$ cat src/rtl/rtc_defs.vh
// constants for the real time clock divider chain
`ifndef RTC_DEFS_VH
`define RTC_DEFS_VH
`define RTC_PRE32_LAST   5'h1F
`define RTC_PRE8_LAST    3'h7
`define RTC_SEL_INTERNAL 1'b0
`define RTC_SEL_EXTERNAL 1'b1
`define RTC_LOW_BITS     16
`define RTC_PT_RESET     16'h0000
`define RTC_CNT_RESET    32'h0000_0000
`define RTC_ONE          1'b1
`define RTC_PRE32_RESET  5'h00
`define RTC_PRE8_RESET   3'h0
`define RTC_PRE32_STEP   5'h01
`define RTC_PRE8_STEP    3'h1
`define RTC_WORD_RESET   16'h0000
`define RTC_IRQ_RESET    5'h00
`define RTC_NODE_RESET   1'b0
`define RTC_SYNC_RESET   1'b0
`endif

$ cat src/rtl/rtc_divider_chain.v
// real time clock: source select, prescalers, prescale timer, 32-bit count
// Summary of operation
// - the chain is clocked from an internal tick or an external pin selected by a control input.
// - a divide-by-32 and a divide-by-8 prescaler can each be switched in or bypassed.
// - the prescaler output drives a reloadable 16-bit prescale timer.
// - after it a 32-bit block of cascaded 10, 6, 6 and 10 bit reloadable timers follows.
// - the 32-bit count is read as a high word and a low word.
// - every stage counts up only.
// - each stage raises its own interrupt request on overflow.
// - all stage requests are merged into one shared request.
// - only the power reset clears the clock state; the lesser reset leaves it alone.
`timescale 1ns/1ps
`include "rtc_defs.vh"
module rtc_divider_chain #(
  parameter PT_W = 16,
  parameter W0   = 10,
  parameter W1   = 6,
  parameter W2   = 6,
  parameter W3   = 10
) (
  input  wire                    i_clk,
  input  wire                    i_reset,
  input  wire                    i_por,
  input  wire                    i_int_tick,
  input  wire                    i_ext_clk,
  input  wire                    i_src_sel,
  input  wire                    i_pre32_en,
  input  wire                    i_pre8_en,
  input  wire [PT_W-1:0]         i_pt_reload,
  input  wire [W0+W1+W2+W3-1:0]  i_cnt_reload,
  input  wire                    i_pt_load,
  input  wire                    i_cnt_load,
  input  wire [4:0]              i_irq_clr,
  output reg  [PT_W-1:0]         o_prescale_timer,
  output reg  [15:0]             o_count_high_word,
  output reg  [15:0]             o_count_low_word,
  output reg  [4:0]              o_irq_req,
  output reg                     o_node_req
);
  localparam CW = W0 + W1 + W2 + W3;

  ////////////////////////////////////////////////////////////////////////
  // pin synchroniser and source select
  reg        ext_s1_r;
  reg        ext_s2_r;
  reg        ext_s3_r;
  reg        tick_src;
  wire       ext_rise;
  // pin is asynchronous; the second and third flops feed the edge detector
  always @(posedge i_clk) begin
    if (i_por) begin
      ext_s1_r <= `RTC_SYNC_RESET;
      ext_s2_r <= `RTC_SYNC_RESET;
      ext_s3_r <= `RTC_SYNC_RESET;
    end else begin
      ext_s1_r <= i_ext_clk;
      ext_s2_r <= ext_s1_r;
      ext_s3_r <= ext_s2_r;
    end
  end
  assign ext_rise = ext_s2_r & ~ext_s3_r;
  always @* begin
    case (i_src_sel)
      `RTC_SEL_EXTERNAL: begin
        tick_src = ext_rise;
      end
      default: begin
        tick_src = i_int_tick;
      end
    endcase
  end

  ////////////////////////////////////////////////////////////////////////
  // prescalers; lesser reset deliberately unused, state survives it
  reg  [4:0] pre32_r;
  reg  [4:0] pre32_nxt;
  reg  [2:0] pre8_r;
  reg  [2:0] pre8_nxt;
  wire       pre32_wrap;
  wire       pre8_wrap;
  wire       t32;
  wire       t8;
  assign pre32_wrap = (pre32_r == `RTC_PRE32_LAST);
  assign pre8_wrap  = (pre8_r == `RTC_PRE8_LAST);
  assign t32 = i_pre32_en ? (tick_src & pre32_wrap) : tick_src;
  assign t8  = i_pre8_en  ? (t32 & pre8_wrap) : t32;
  // a bypassed divider holds its phase rather than clearing it
  always @* begin
    pre32_nxt = pre32_r;
    pre8_nxt  = pre8_r;
    if (tick_src & i_pre32_en) begin
      pre32_nxt = pre32_r + `RTC_PRE32_STEP;
    end
    if (t32 & i_pre8_en) begin
      pre8_nxt = pre8_r + `RTC_PRE8_STEP;
    end
  end
  always @(posedge i_clk) begin
    if (i_por) begin
      pre32_r <= `RTC_PRE32_RESET;
      pre8_r  <= `RTC_PRE8_RESET;
    end else begin
      pre32_r <= pre32_nxt;
      pre8_r  <= pre8_nxt;
    end
  end

  ////////////////////////////////////////////////////////////////////////
  // prescale timer and 32-bit count block
  localparam O1 = W0;
  localparam O2 = W0 + W1;
  localparam O3 = W0 + W1 + W2;
  wire [PT_W-1:0] pt_count;
  wire [CW-1:0]   cnt;
  wire [W0-1:0]   c0;
  wire [W1-1:0]   c1;
  wire [W2-1:0]   c2;
  wire [W3-1:0]   c3;
  wire [W0-1:0]   rl0;
  wire [W1-1:0]   rl1;
  wire [W2-1:0]   rl2;
  wire [W3-1:0]   rl3;
  wire [4:0]      carry;
  wire [4:0]      tick;
  // reload fields sit in stage order, lowest stage in the lowest bits
  assign rl0     = i_cnt_reload[O1-1:0];
  assign rl1     = i_cnt_reload[O2-1:O1];
  assign rl2     = i_cnt_reload[O3-1:O2];
  assign rl3     = i_cnt_reload[CW-1:O3];
  assign cnt     = {c3, c2, c1, c0};
  assign tick[0] = t8;
  genvar g;
  generate
    for (g = 1; g < 5; g = g + 1) begin : g_cascade
      assign tick[g] = carry[g-1];
    end
  endgenerate

  rtc_stage #(.W(PT_W)) u_pt (
    .i_clk    (i_clk),
    .i_por    (i_por),
    .i_tick   (tick[0]),
    .i_reload (i_pt_reload),
    .i_load   (i_pt_load),
    .o_count  (pt_count),
    .o_carry  (carry[0])
  );
  rtc_stage #(.W(W0)) u_s0 (
    .i_clk    (i_clk),
    .i_por    (i_por),
    .i_tick   (tick[1]),
    .i_reload (rl0),
    .i_load   (i_cnt_load),
    .o_count  (c0),
    .o_carry  (carry[1])
  );
  rtc_stage #(.W(W1)) u_s1 (
    .i_clk    (i_clk),
    .i_por    (i_por),
    .i_tick   (tick[2]),
    .i_reload (rl1),
    .i_load   (i_cnt_load),
    .o_count  (c1),
    .o_carry  (carry[2])
  );
  rtc_stage #(.W(W2)) u_s2 (
    .i_clk    (i_clk),
    .i_por    (i_por),
    .i_tick   (tick[3]),
    .i_reload (rl2),
    .i_load   (i_cnt_load),
    .o_count  (c2),
    .o_carry  (carry[3])
  );
  rtc_stage #(.W(W3)) u_s3 (
    .i_clk    (i_clk),
    .i_por    (i_por),
    .i_tick   (tick[4]),
    .i_reload (rl3),
    .i_load   (i_cnt_load),
    .o_count  (c3),
    .o_carry  (carry[4])
  );

  ////////////////////////////////////////////////////////////////////////
  // registered outputs and sticky requests; set wins over clear
  localparam NREQ = 5;
  wire [NREQ-1:0] irq_nxt;
  reg  [PT_W-1:0] pt_out_nxt;
  reg  [15:0]     high_nxt;
  reg  [15:0]     low_nxt;
  reg             node_nxt;
  // a carry in the clearing cycle keeps its request
  generate
    for (g = 0; g < NREQ; g = g + 1) begin : g_req
      assign irq_nxt[g] = carry[g] | (o_irq_req[g] & ~i_irq_clr[g]);
    end
  endgenerate
  always @* begin
    pt_out_nxt = pt_count;
    high_nxt   = cnt[CW-1:`RTC_LOW_BITS];
    low_nxt    = cnt[`RTC_LOW_BITS-1:0];
    node_nxt   = |irq_nxt;
  end
  always @(posedge i_clk) begin
    if (i_por) begin
      o_prescale_timer  <= `RTC_PT_RESET;
      o_count_high_word <= `RTC_WORD_RESET;
      o_count_low_word  <= `RTC_WORD_RESET;
      o_irq_req         <= `RTC_IRQ_RESET;
      o_node_req        <= `RTC_NODE_RESET;
    end else begin
      o_prescale_timer  <= pt_out_nxt;
      o_count_high_word <= high_nxt;
      o_count_low_word  <= low_nxt;
      o_irq_req         <= irq_nxt;
      o_node_req        <= node_nxt;
    end
  end
endmodule // rtc_divider_chain

$ cat src/rtl/rtc_stage.v
// one reloadable up-counting divider stage
`timescale 1ns/1ps
module rtc_stage #(
  parameter W = 10
) (
  input  wire         i_clk,
  input  wire         i_por,
  input  wire         i_tick,
  input  wire [W-1:0] i_reload,
  input  wire         i_load,
  output wire [W-1:0] o_count,
  output wire         o_carry
);
  reg  [W-1:0] count_r;
  reg  [W-1:0] count_nxt;
  wire         full;

  assign full    = &count_r;
  // a load in the same cycle wins, so no carry leaks past it
  assign o_carry = i_tick & full & ~i_load;
  assign o_count = count_r;

  always @* begin
    count_nxt = count_r;
    if (i_load) begin
      count_nxt = i_reload;
    end else if (i_tick) begin
      if (full) begin
        count_nxt = i_reload;
      end else begin
        count_nxt = count_r + {{(W-1){1'b0}}, 1'b1};
      end
    end
  end

  always @(posedge i_clk) begin
    if (i_por) begin
      count_r <= {W{1'b0}};
    end else begin
      count_r <= count_nxt;
    end
  end
endmodule // rtc_stage

$ cat config.mk
export PLATFORM = sky130hd
export DESIGN_NAME = rtc_divider_chain
export DESIGN_NICKNAME = d
export VERILOG_FILES = /design/src/rtl/rtc_divider_chain.v /design/src/rtl/rtc_stage.v
export VERILOG_INCLUDE_DIRS = /design/src /design/src/rtl
export SDC_FILE = /design/constraint.sdc
export NUM_CORES = 1
export LEC_CHECK = 0
export ABC_AREA = 0
export BUFFER_PORTS_ARGS = -buffer_cell sky130_fd_sc_hd__buf_2
export CAP_MARGIN = 40
export CORE_ASPECT_RATIO = 1.25
export CORE_MARGIN = 2
export CORE_UTILIZATION = 43
export CTS_CLUSTER_DIAMETER = 50
export DETAILED_ROUTE_END_ITERATION = 16
export PLACE_DENSITY_LB_ADDON = 0.3
export SYNTH_ARGS = -nofsm -noshare
export SYNTH_HDL_FRONTEND = slang
export SYNTH_SLANG_ARGS = --single-unit
$ cat constraint.sdc
create_clock -name i_clk -period 2.87 [get_ports i_clk]
set_input_delay 0.574 -clock i_clk [delete_from_list [all_inputs] [get_ports i_clk]]
set_output_delay 0.574 -clock i_clk [all_outputs]
set_load 0.05 [all_outputs]
# Word level (Yosys, flattened, before mapping)
# Cells that the tools add are included.
dict set report op_classes {
  n_mul 0
  n_eq_ne 2
  n_shift 0
  bitwise 33
  magnitude_cmp 0
  n_reduce_logical 11
  addsub 7
  div 0
  n_mux 18
}
# cell count
set op_table {}
lappend op_table {{$mux W10} 6}
lappend op_table {{$mux W16} 3}
lappend op_table {{$mux W6} 6}
lappend op_table {{$add A10 B1 Y10 const B} 2}
lappend op_table {{$and A1 B1 Y1} 20}
lappend op_table {{$reduce_and A10 Y1} 2}
lappend op_table {{$add A16 B1 Y16 const B} 1}
lappend op_table {{$reduce_and A16 Y1} 1}
lappend op_table {{$add A6 B1 Y6 const B} 2}
lappend op_table {{$reduce_and A6 Y1} 2}
lappend op_table {{$reduce_bool A2 Y1} 5}
lappend op_table {{$not A1 Y1} 8}
lappend op_table {{$add A5 B1 Y5 const B} 1}
lappend op_table {{$eq A5 B5 Y1 const B} 1}
lappend op_table {{$or A1 B1 Y1} 5}
lappend op_table {{$reduce_or A5 Y1} 1}
lappend op_table {{$add A3 B1 Y3 const B} 1}
lappend op_table {{$eq A3 B3 Y1 const B} 1}
lappend op_table {{$mux W1} 3}
dict set report word_totals {
  rom_bits 0
  wordCells 86
  output_inout_bits 54
  latch_bits 0
  ramBits 0
  inputBits 63
  ff_bits 113
  memories 0
}

# Logic depth before layout (Yosys ltp)
dict set report depth {
  depth_word 19
  depth_mapped 11
  depth_no_buf 9
}

# Cells and area by module
# From an unflattened synthesis, not the netlist that was laid out.
dict set report unflattened {
  cells_unflattened 608
  area_unflattened_um2 5495.3
}
# mod instances area_each_um2 seq_area_each_um2 cells_per_inst
set by_module_without_submodules {}
lappend by_module_without_submodules {rtc_divider_chain 1 2057.0 1301.2 180}
lappend by_module_without_submodules {{rtc_stage at u_s0 ...} 2 710.7 200.2 92}
lappend by_module_without_submodules {{rtc_stage at u_pt} 1 1153.6 320.3 142}
lappend by_module_without_submodules {{rtc_stage at u_s1 ...} 2 431.7 120.1 51}

# Least setup slack after synthesis
# Ideal clock, no wire load.
dict set report synth_timing {
  path_type {flip-flop to flip-flop}
  start {reg pre32_r[0]}
  end {reg u_s0.count_r[9], in the netlist u_s0.o_count[9]}
  path_buffers 0
  stages_incl_launch_ff 10
  path_slack_ns 0.535
  required_time_ns 2.742
  synth_period_minus_slack_ns 2.335
  setup_ns 0.128
  arrival_ns 2.207
  cell_sequence {dfxtp_1 -> ha_1 -> and3_1 -> ha_1 -> nor2b_1 -> a2111oi_4 -> nand4b_1 -> a2111oi_0 -> o32a_1 -> nor2_1}
}
dict set report synth_between {
  elab_chain_cells 8
}
# element line_no
set synth_lines {}
lappend synth_lines {{start: declaration} rtc_divider_chain.v:75} ;# reg [4:0] pre32_r;
lappend synth_lines {{start signal: assignment} rtc_divider_chain.v:100} ;# pre32_r <= `RTC_PRE32_RESET;
lappend synth_lines {{start signal: assignment} rtc_divider_chain.v:103} ;# pre32_r <= pre32_nxt;
lappend synth_lines {{$eq A5 B5 Y1 (no line) *} -}
lappend synth_lines {{$and A1 B1 Y1 *} rtc_divider_chain.v:85} ;# assign t32 = i_pre32_en ? (tick_src & pre32_wrap) : tick_src;
lappend synth_lines {{$mux W1 *} rtc_divider_chain.v:85}
lappend synth_lines {{$and A1 B1 Y1} rtc_divider_chain.v:86} ;# assign t8 = i_pre8_en ? (t32 & pre8_wrap) : t32;
lappend synth_lines {{$mux W1 *} rtc_divider_chain.v:86}
lappend synth_lines {{$and A1 B1 Y1 * (2 in a row)} rtc_stage.v:20} ;# assign o_carry = i_tick & full & ~i_load;
lappend synth_lines {{$reduce_bool A2 Y1 (no line) *} -}
lappend synth_lines {{end signal: assignment} rtc_stage.v:38} ;# count_r <= {W{1'b0}};
lappend synth_lines {{end signal: assignment} rtc_stage.v:40} ;# count_r <= count_nxt;
lappend synth_lines {{end: declaration} rtc_stage.v:14} ;# reg [W-1:0] count_r;
# Every way passes the cells marked *; elsewhere a longest branch is shown, timed or not.
# A chain may end at the register's enable or synchronous reset.

# Worst setup path in the final report
dict set report layout_timing {
  start {reg u_pt.count_r[0], in the netlist u_pt.o_count[0]}
  end {reg u_s3.count_r[0], in the netlist u_s3.o_count[0]}
}
dict set report layout_between {
  elab_chain_cells 10
}
# element line_no
set layout_lines {}
lappend layout_lines {{start: declaration} rtc_stage.v:14}
lappend layout_lines {{start signal: assignment} rtc_stage.v:38}
lappend layout_lines {{start signal: assignment} rtc_stage.v:40}
lappend layout_lines {{$reduce_and A16 Y1} rtc_stage.v:18} ;# assign full = &count_r;
lappend layout_lines {{$and A1 B1 Y1 (8 in a row)} rtc_stage.v:20}
lappend layout_lines {{$reduce_bool A2 Y1 (no line)} -}
lappend layout_lines {{end signal: assignment} rtc_stage.v:38}
lappend layout_lines {{end signal: assignment} rtc_stage.v:40}
lappend layout_lines {{end: declaration} rtc_stage.v:14}
# Every way passes these cells.

==> out/results.tsv <==
metric	value	unit
maximum vdd ir drop	379	uV
Seq cells post-synth	113	
number of synthesized flops with an enable pin	0	
max-slew violations	0	
Final Hold Viols	0	
Worst Setup SP	u_pt.o_count[0]	
layout cells sized above 1	23.8	%
Critical Path Max Stage Delay	0.58	ns
Sum Neg Setup Slack	0	ns
sequential share of the synthesized area	44.7	%
post-CTS sizing	0	
met2 Track Usage GR	33.4	%
Worst Path Buf+Inv	1	
CP endpoint kind	register	
Final min period	2.64	ns
Post-CTS Setup Repair Bufs	0	
ANT cells	0	
Synth area leader	dfxtp_1	
CP Max Fanout	14	
vias in the first global route	4388	
dpl hpwl	8930	um
Distinct cells, synth	65	
post-route ant nets	0	
slowest stage cell, crit path	nor3_2	
# setup viols final	0	
Max Fclk	379	MHz
CTS tree	built	
Hold Path Depth	2	
final clock skew	0.00907	ns
htree depth	4	
Cells after Synth	595	
Die Footprint	0.0127	sq mm
Slew headroom	46.5	%
Reg-to-Reg Start	u_pt.o_count[0]	
Post-synth ARST share	0	%
GR Util met1	25.4	%
crit path kind	register to register	
first-pass GRT wire length	20800	um
Final #Nets	782	
grt total ovfl	0	
CTS max path bufs	2	
Leakage Power	2.75	nW
num ports	117	
initial antenna violation count	0	
met3 usage	5.76	%
top cells by area, synth	dfxtp_1 (45%), nor2b_1 (6.3%), a21oi_1 (4.4%), nor2_1 (4.4%), nand2_1 (4.3%)	
CTS Hold Buffers Added	0	
Syn-to-layout area delta	27.2	%
Die Width	101	um
gpl congestion	0.887	
Post-Synthesis Net Count	667	
r2r worst-path depth	8	
Worst path depth	8	
reg-to-reg endpoint	u_s3.o_count[0]	
routed wire length	12900	um
CTS Buf Count	17	
cell family with the largest share of critical-path delay	simple AND/OR/NAND/NOR gates	
routed len/inst	15.0	um
DRT Pass-1 Iters	7	
# clock sinks	113	
worst slew pin tran	0.795	ns
largest net degree at the start of global routing	68	
synth warn	0	
Remaining DRCs	0	
period utilization	92.0	%
Max-Cap Viols	0	
CP required	3.17	ns
Clock transition at path regs	0.05	ns
Initial Utilization	43.8	%
CP Launch Type	register	
PwrDens	688	mW/mm^2
RSZ-0062 raised after global routing	no	
Mapped Avg Cell Area	8.51	sq um
core area	0.0116	sq mm
Root Buffer	clkbuf_16	
Top Usage Layer GRT	met2	
number of cell rows	44	
Data arrival, critical path	2.94	ns
Hold Path Class	primary input to register	
IO Port Bufs	115	
r2r setup slk	0.23	ns
gr usage total	20.3	%
via count	4835	
top_reg_cell synth	dfxtp_1	
Die Height	125	um
crit path cell chain	ha_1 > nand3_1 > nor3_2 > and4b_1 > buf_4 > a21o_2 > a21boi_0 > o21a_1	
Critical Path End	u_s3.o_count[0]	
Worst-Skew Late Latency	0.41	ns
drt initial violations	274	
Synth top area share	44.7	%
synthesized area	0.00506	sq mm
Via density	5.62	
outcome	complete, no violations	
Power Total	4.43	mW
Fin Hold WS	0.384	ns
-- worst min path at each step --
stage / start / to
2_1_floorplan: ext_s1_r / ext_s2_r
3_3_place_gp: ext_s1_r / ext_s2_r
3_5_place_dp: ext_s1_r / ext_s2_r
4_1_cts: i_ext_clk / ext_s1_r
5_1_grt: i_ext_clk / ext_s1_r
6_report: i_ext_clk / ext_s1_r
-- cell usage in the layout (no fill, tap or decap), types with 3 or more instances in the layout --
| cell type | netlist | final |
|---|---|---|
| xor2_1 | 5 | 5 |
| clkbuf_16 | 0 | 17 |
| a311oi_1 | 4 | 4 |
| mux2_2 | 3 | 3 |
| o31ai_1 | 11 | 11 |
| nor2_1 | 59 | 59 |
| mux2i_1 | 6 | 6 |
| nand2_1 | 58 | 58 |
| a32oi_1 | 3 | 3 |
| nand2b_1 | 10 | 10 |
| a31oi_1 | 4 | 4 |
| a211oi_1 | 10 | 10 |
| buf_2 | 3 | 114 |
| clkbuf_8 | 0 | 4 |
| a2bb2oi_1 | 3 | 3 |
| buf_4 | 3 | 14 |
| nor2b_1 | 51 | 51 |
| a21boi_0 | 3 | 3 |
| clkinv_2 | 0 | 4 |
| a22oi_1 | 4 | 4 |
| a21o_1 | 4 | 4 |
| a41oi_1 | 3 | 3 |
| o211ai_1 | 5 | 5 |
| inv_1 | 12 | 12 |
| o21ai_0 | 22 | 22 |
| dfxtp_1 | 113 | 113 |
| nand3_1 | 28 | 28 |
| and3_1 | 14 | 14 |
| nor4_1 | 7 | 7 |
| ha_1 | 9 | 9 |
| o22ai_1 | 3 | 3 |
| bufinv_16 | 0 | 5 |
| nand4_1 | 8 | 8 |
| a21oi_1 | 45 | 45 |
| nor3_1 | 14 | 14 |
-- cells by family (layout without fill, tap and decap cells) --
family	Yosys count	after routing	share of synthesized area (%)
AND/OR/NAND/NOR	266	266	26.6
flip-flops	113	113	44.7
AO/OA/AOI/OAI	147	147	20.0
XOR/XNOR	6	6	1.04
adder cells (fa/ha/maj)	9	9	2.22
buffers and inverters	45	173	3.63
multiplexers	9	9	1.85
-- per-stage QoR --
step | util (%) | cells | cell area, sq um | setup slack (ns)
finish | 55.7 | 861 | 6440 | 0.231
global route | 55.7 | 861 | 6440 | 0.0700
CTS | 55.7 | 861 | 6440 | 0.267
detailed placement | 50.0 | 829 | 5780 | 0.331
global placement | 50.0 | 829 | 5780 | 0.410
floorplan | - | 595 | 5060 | 0.535
-- synth_stat cells, drive strengths merged, types with 3 or more instances --
| library cell | number |
|---|---|
| a22oi | 4 |
| a31oi | 4 |
| nor2b | 51 |
| a21oi | 46 |
| a21boi | 3 |
| nor2 | 60 |
| nor4 | 7 |
| nand4 | 8 |
| ha | 9 |
| nor3 | 15 |
| a2bb2oi | 3 |
| o21ai | 22 |
| mux2i | 6 |
| dfxtp | 113 |
| nand3 | 28 |
| a211oi | 10 |
| nand2b | 10 |
| o31ai | 11 |
| nand2 | 58 |
| a21o | 6 |
| and3 | 14 |
| o22ai | 3 |
| a32oi | 3 |
| inv | 13 |
| clkbuf | 25 |
| a41oi | 3 |
| a311oi | 4 |
| mux2 | 3 |
| o211ai | 5 |
| buf | 7 |
| xor2 | 5 |
| a2111oi | 3 |
-- cell type report --
cell class	instances	area, sq um
clock inverter	10	179
inverter	13	48.8
timing repair buffer	128	676
tap	138	173
clock buffer	22	484
sequential	113	2260
multi-input combinational	437	2620
fill	1060	5120
-- metal layers --
| metal | up-vias | routed length, um |
|---|---|---|
| li1 | 2374 | - |
| met1 | 2258 | 5570 |
| met2 | 187 | 6320 |
| met3 | 16 | 799 |
| met4 | 0 | 192 |
| met5 | - | 0 |
-- where the power goes --
group / switching, mW / leakage (nW) / total, mW / internal [mW]
Sequential: 0.0578 / 0.923 / 1.69 / 1.64
Clock: 0.711 / 0.330 / 2.34 / 1.63
Combinational: 0.251 / 1.50 / 0.398 / 0.146
Total: 1.02 / 2.75 / 4.43 / 3.41
-- flip-flops by register name (all words and copies together) (netlist names) --
| name | flops |
|---|---|
| pre32_r | 5 |
| o_irq_req | 5 |
| u_s3.o_count | 10 |
| u_pt.o_count | 16 |
| o_count_low_word | 16 |
| u_s1.o_count | 6 |
| o_count_high_word | 16 |
| pre8_r | 3 |
| u_s0.o_count | 10 |
| o_node_req | 1 |
| ext_s1_r | 1 |
| ext_s2_r | 1 |
| o_prescale_timer | 16 |
| ext_s3_r | 1 |
| u_s2.o_count | 6 |
(Power assumes the default switching activity.)
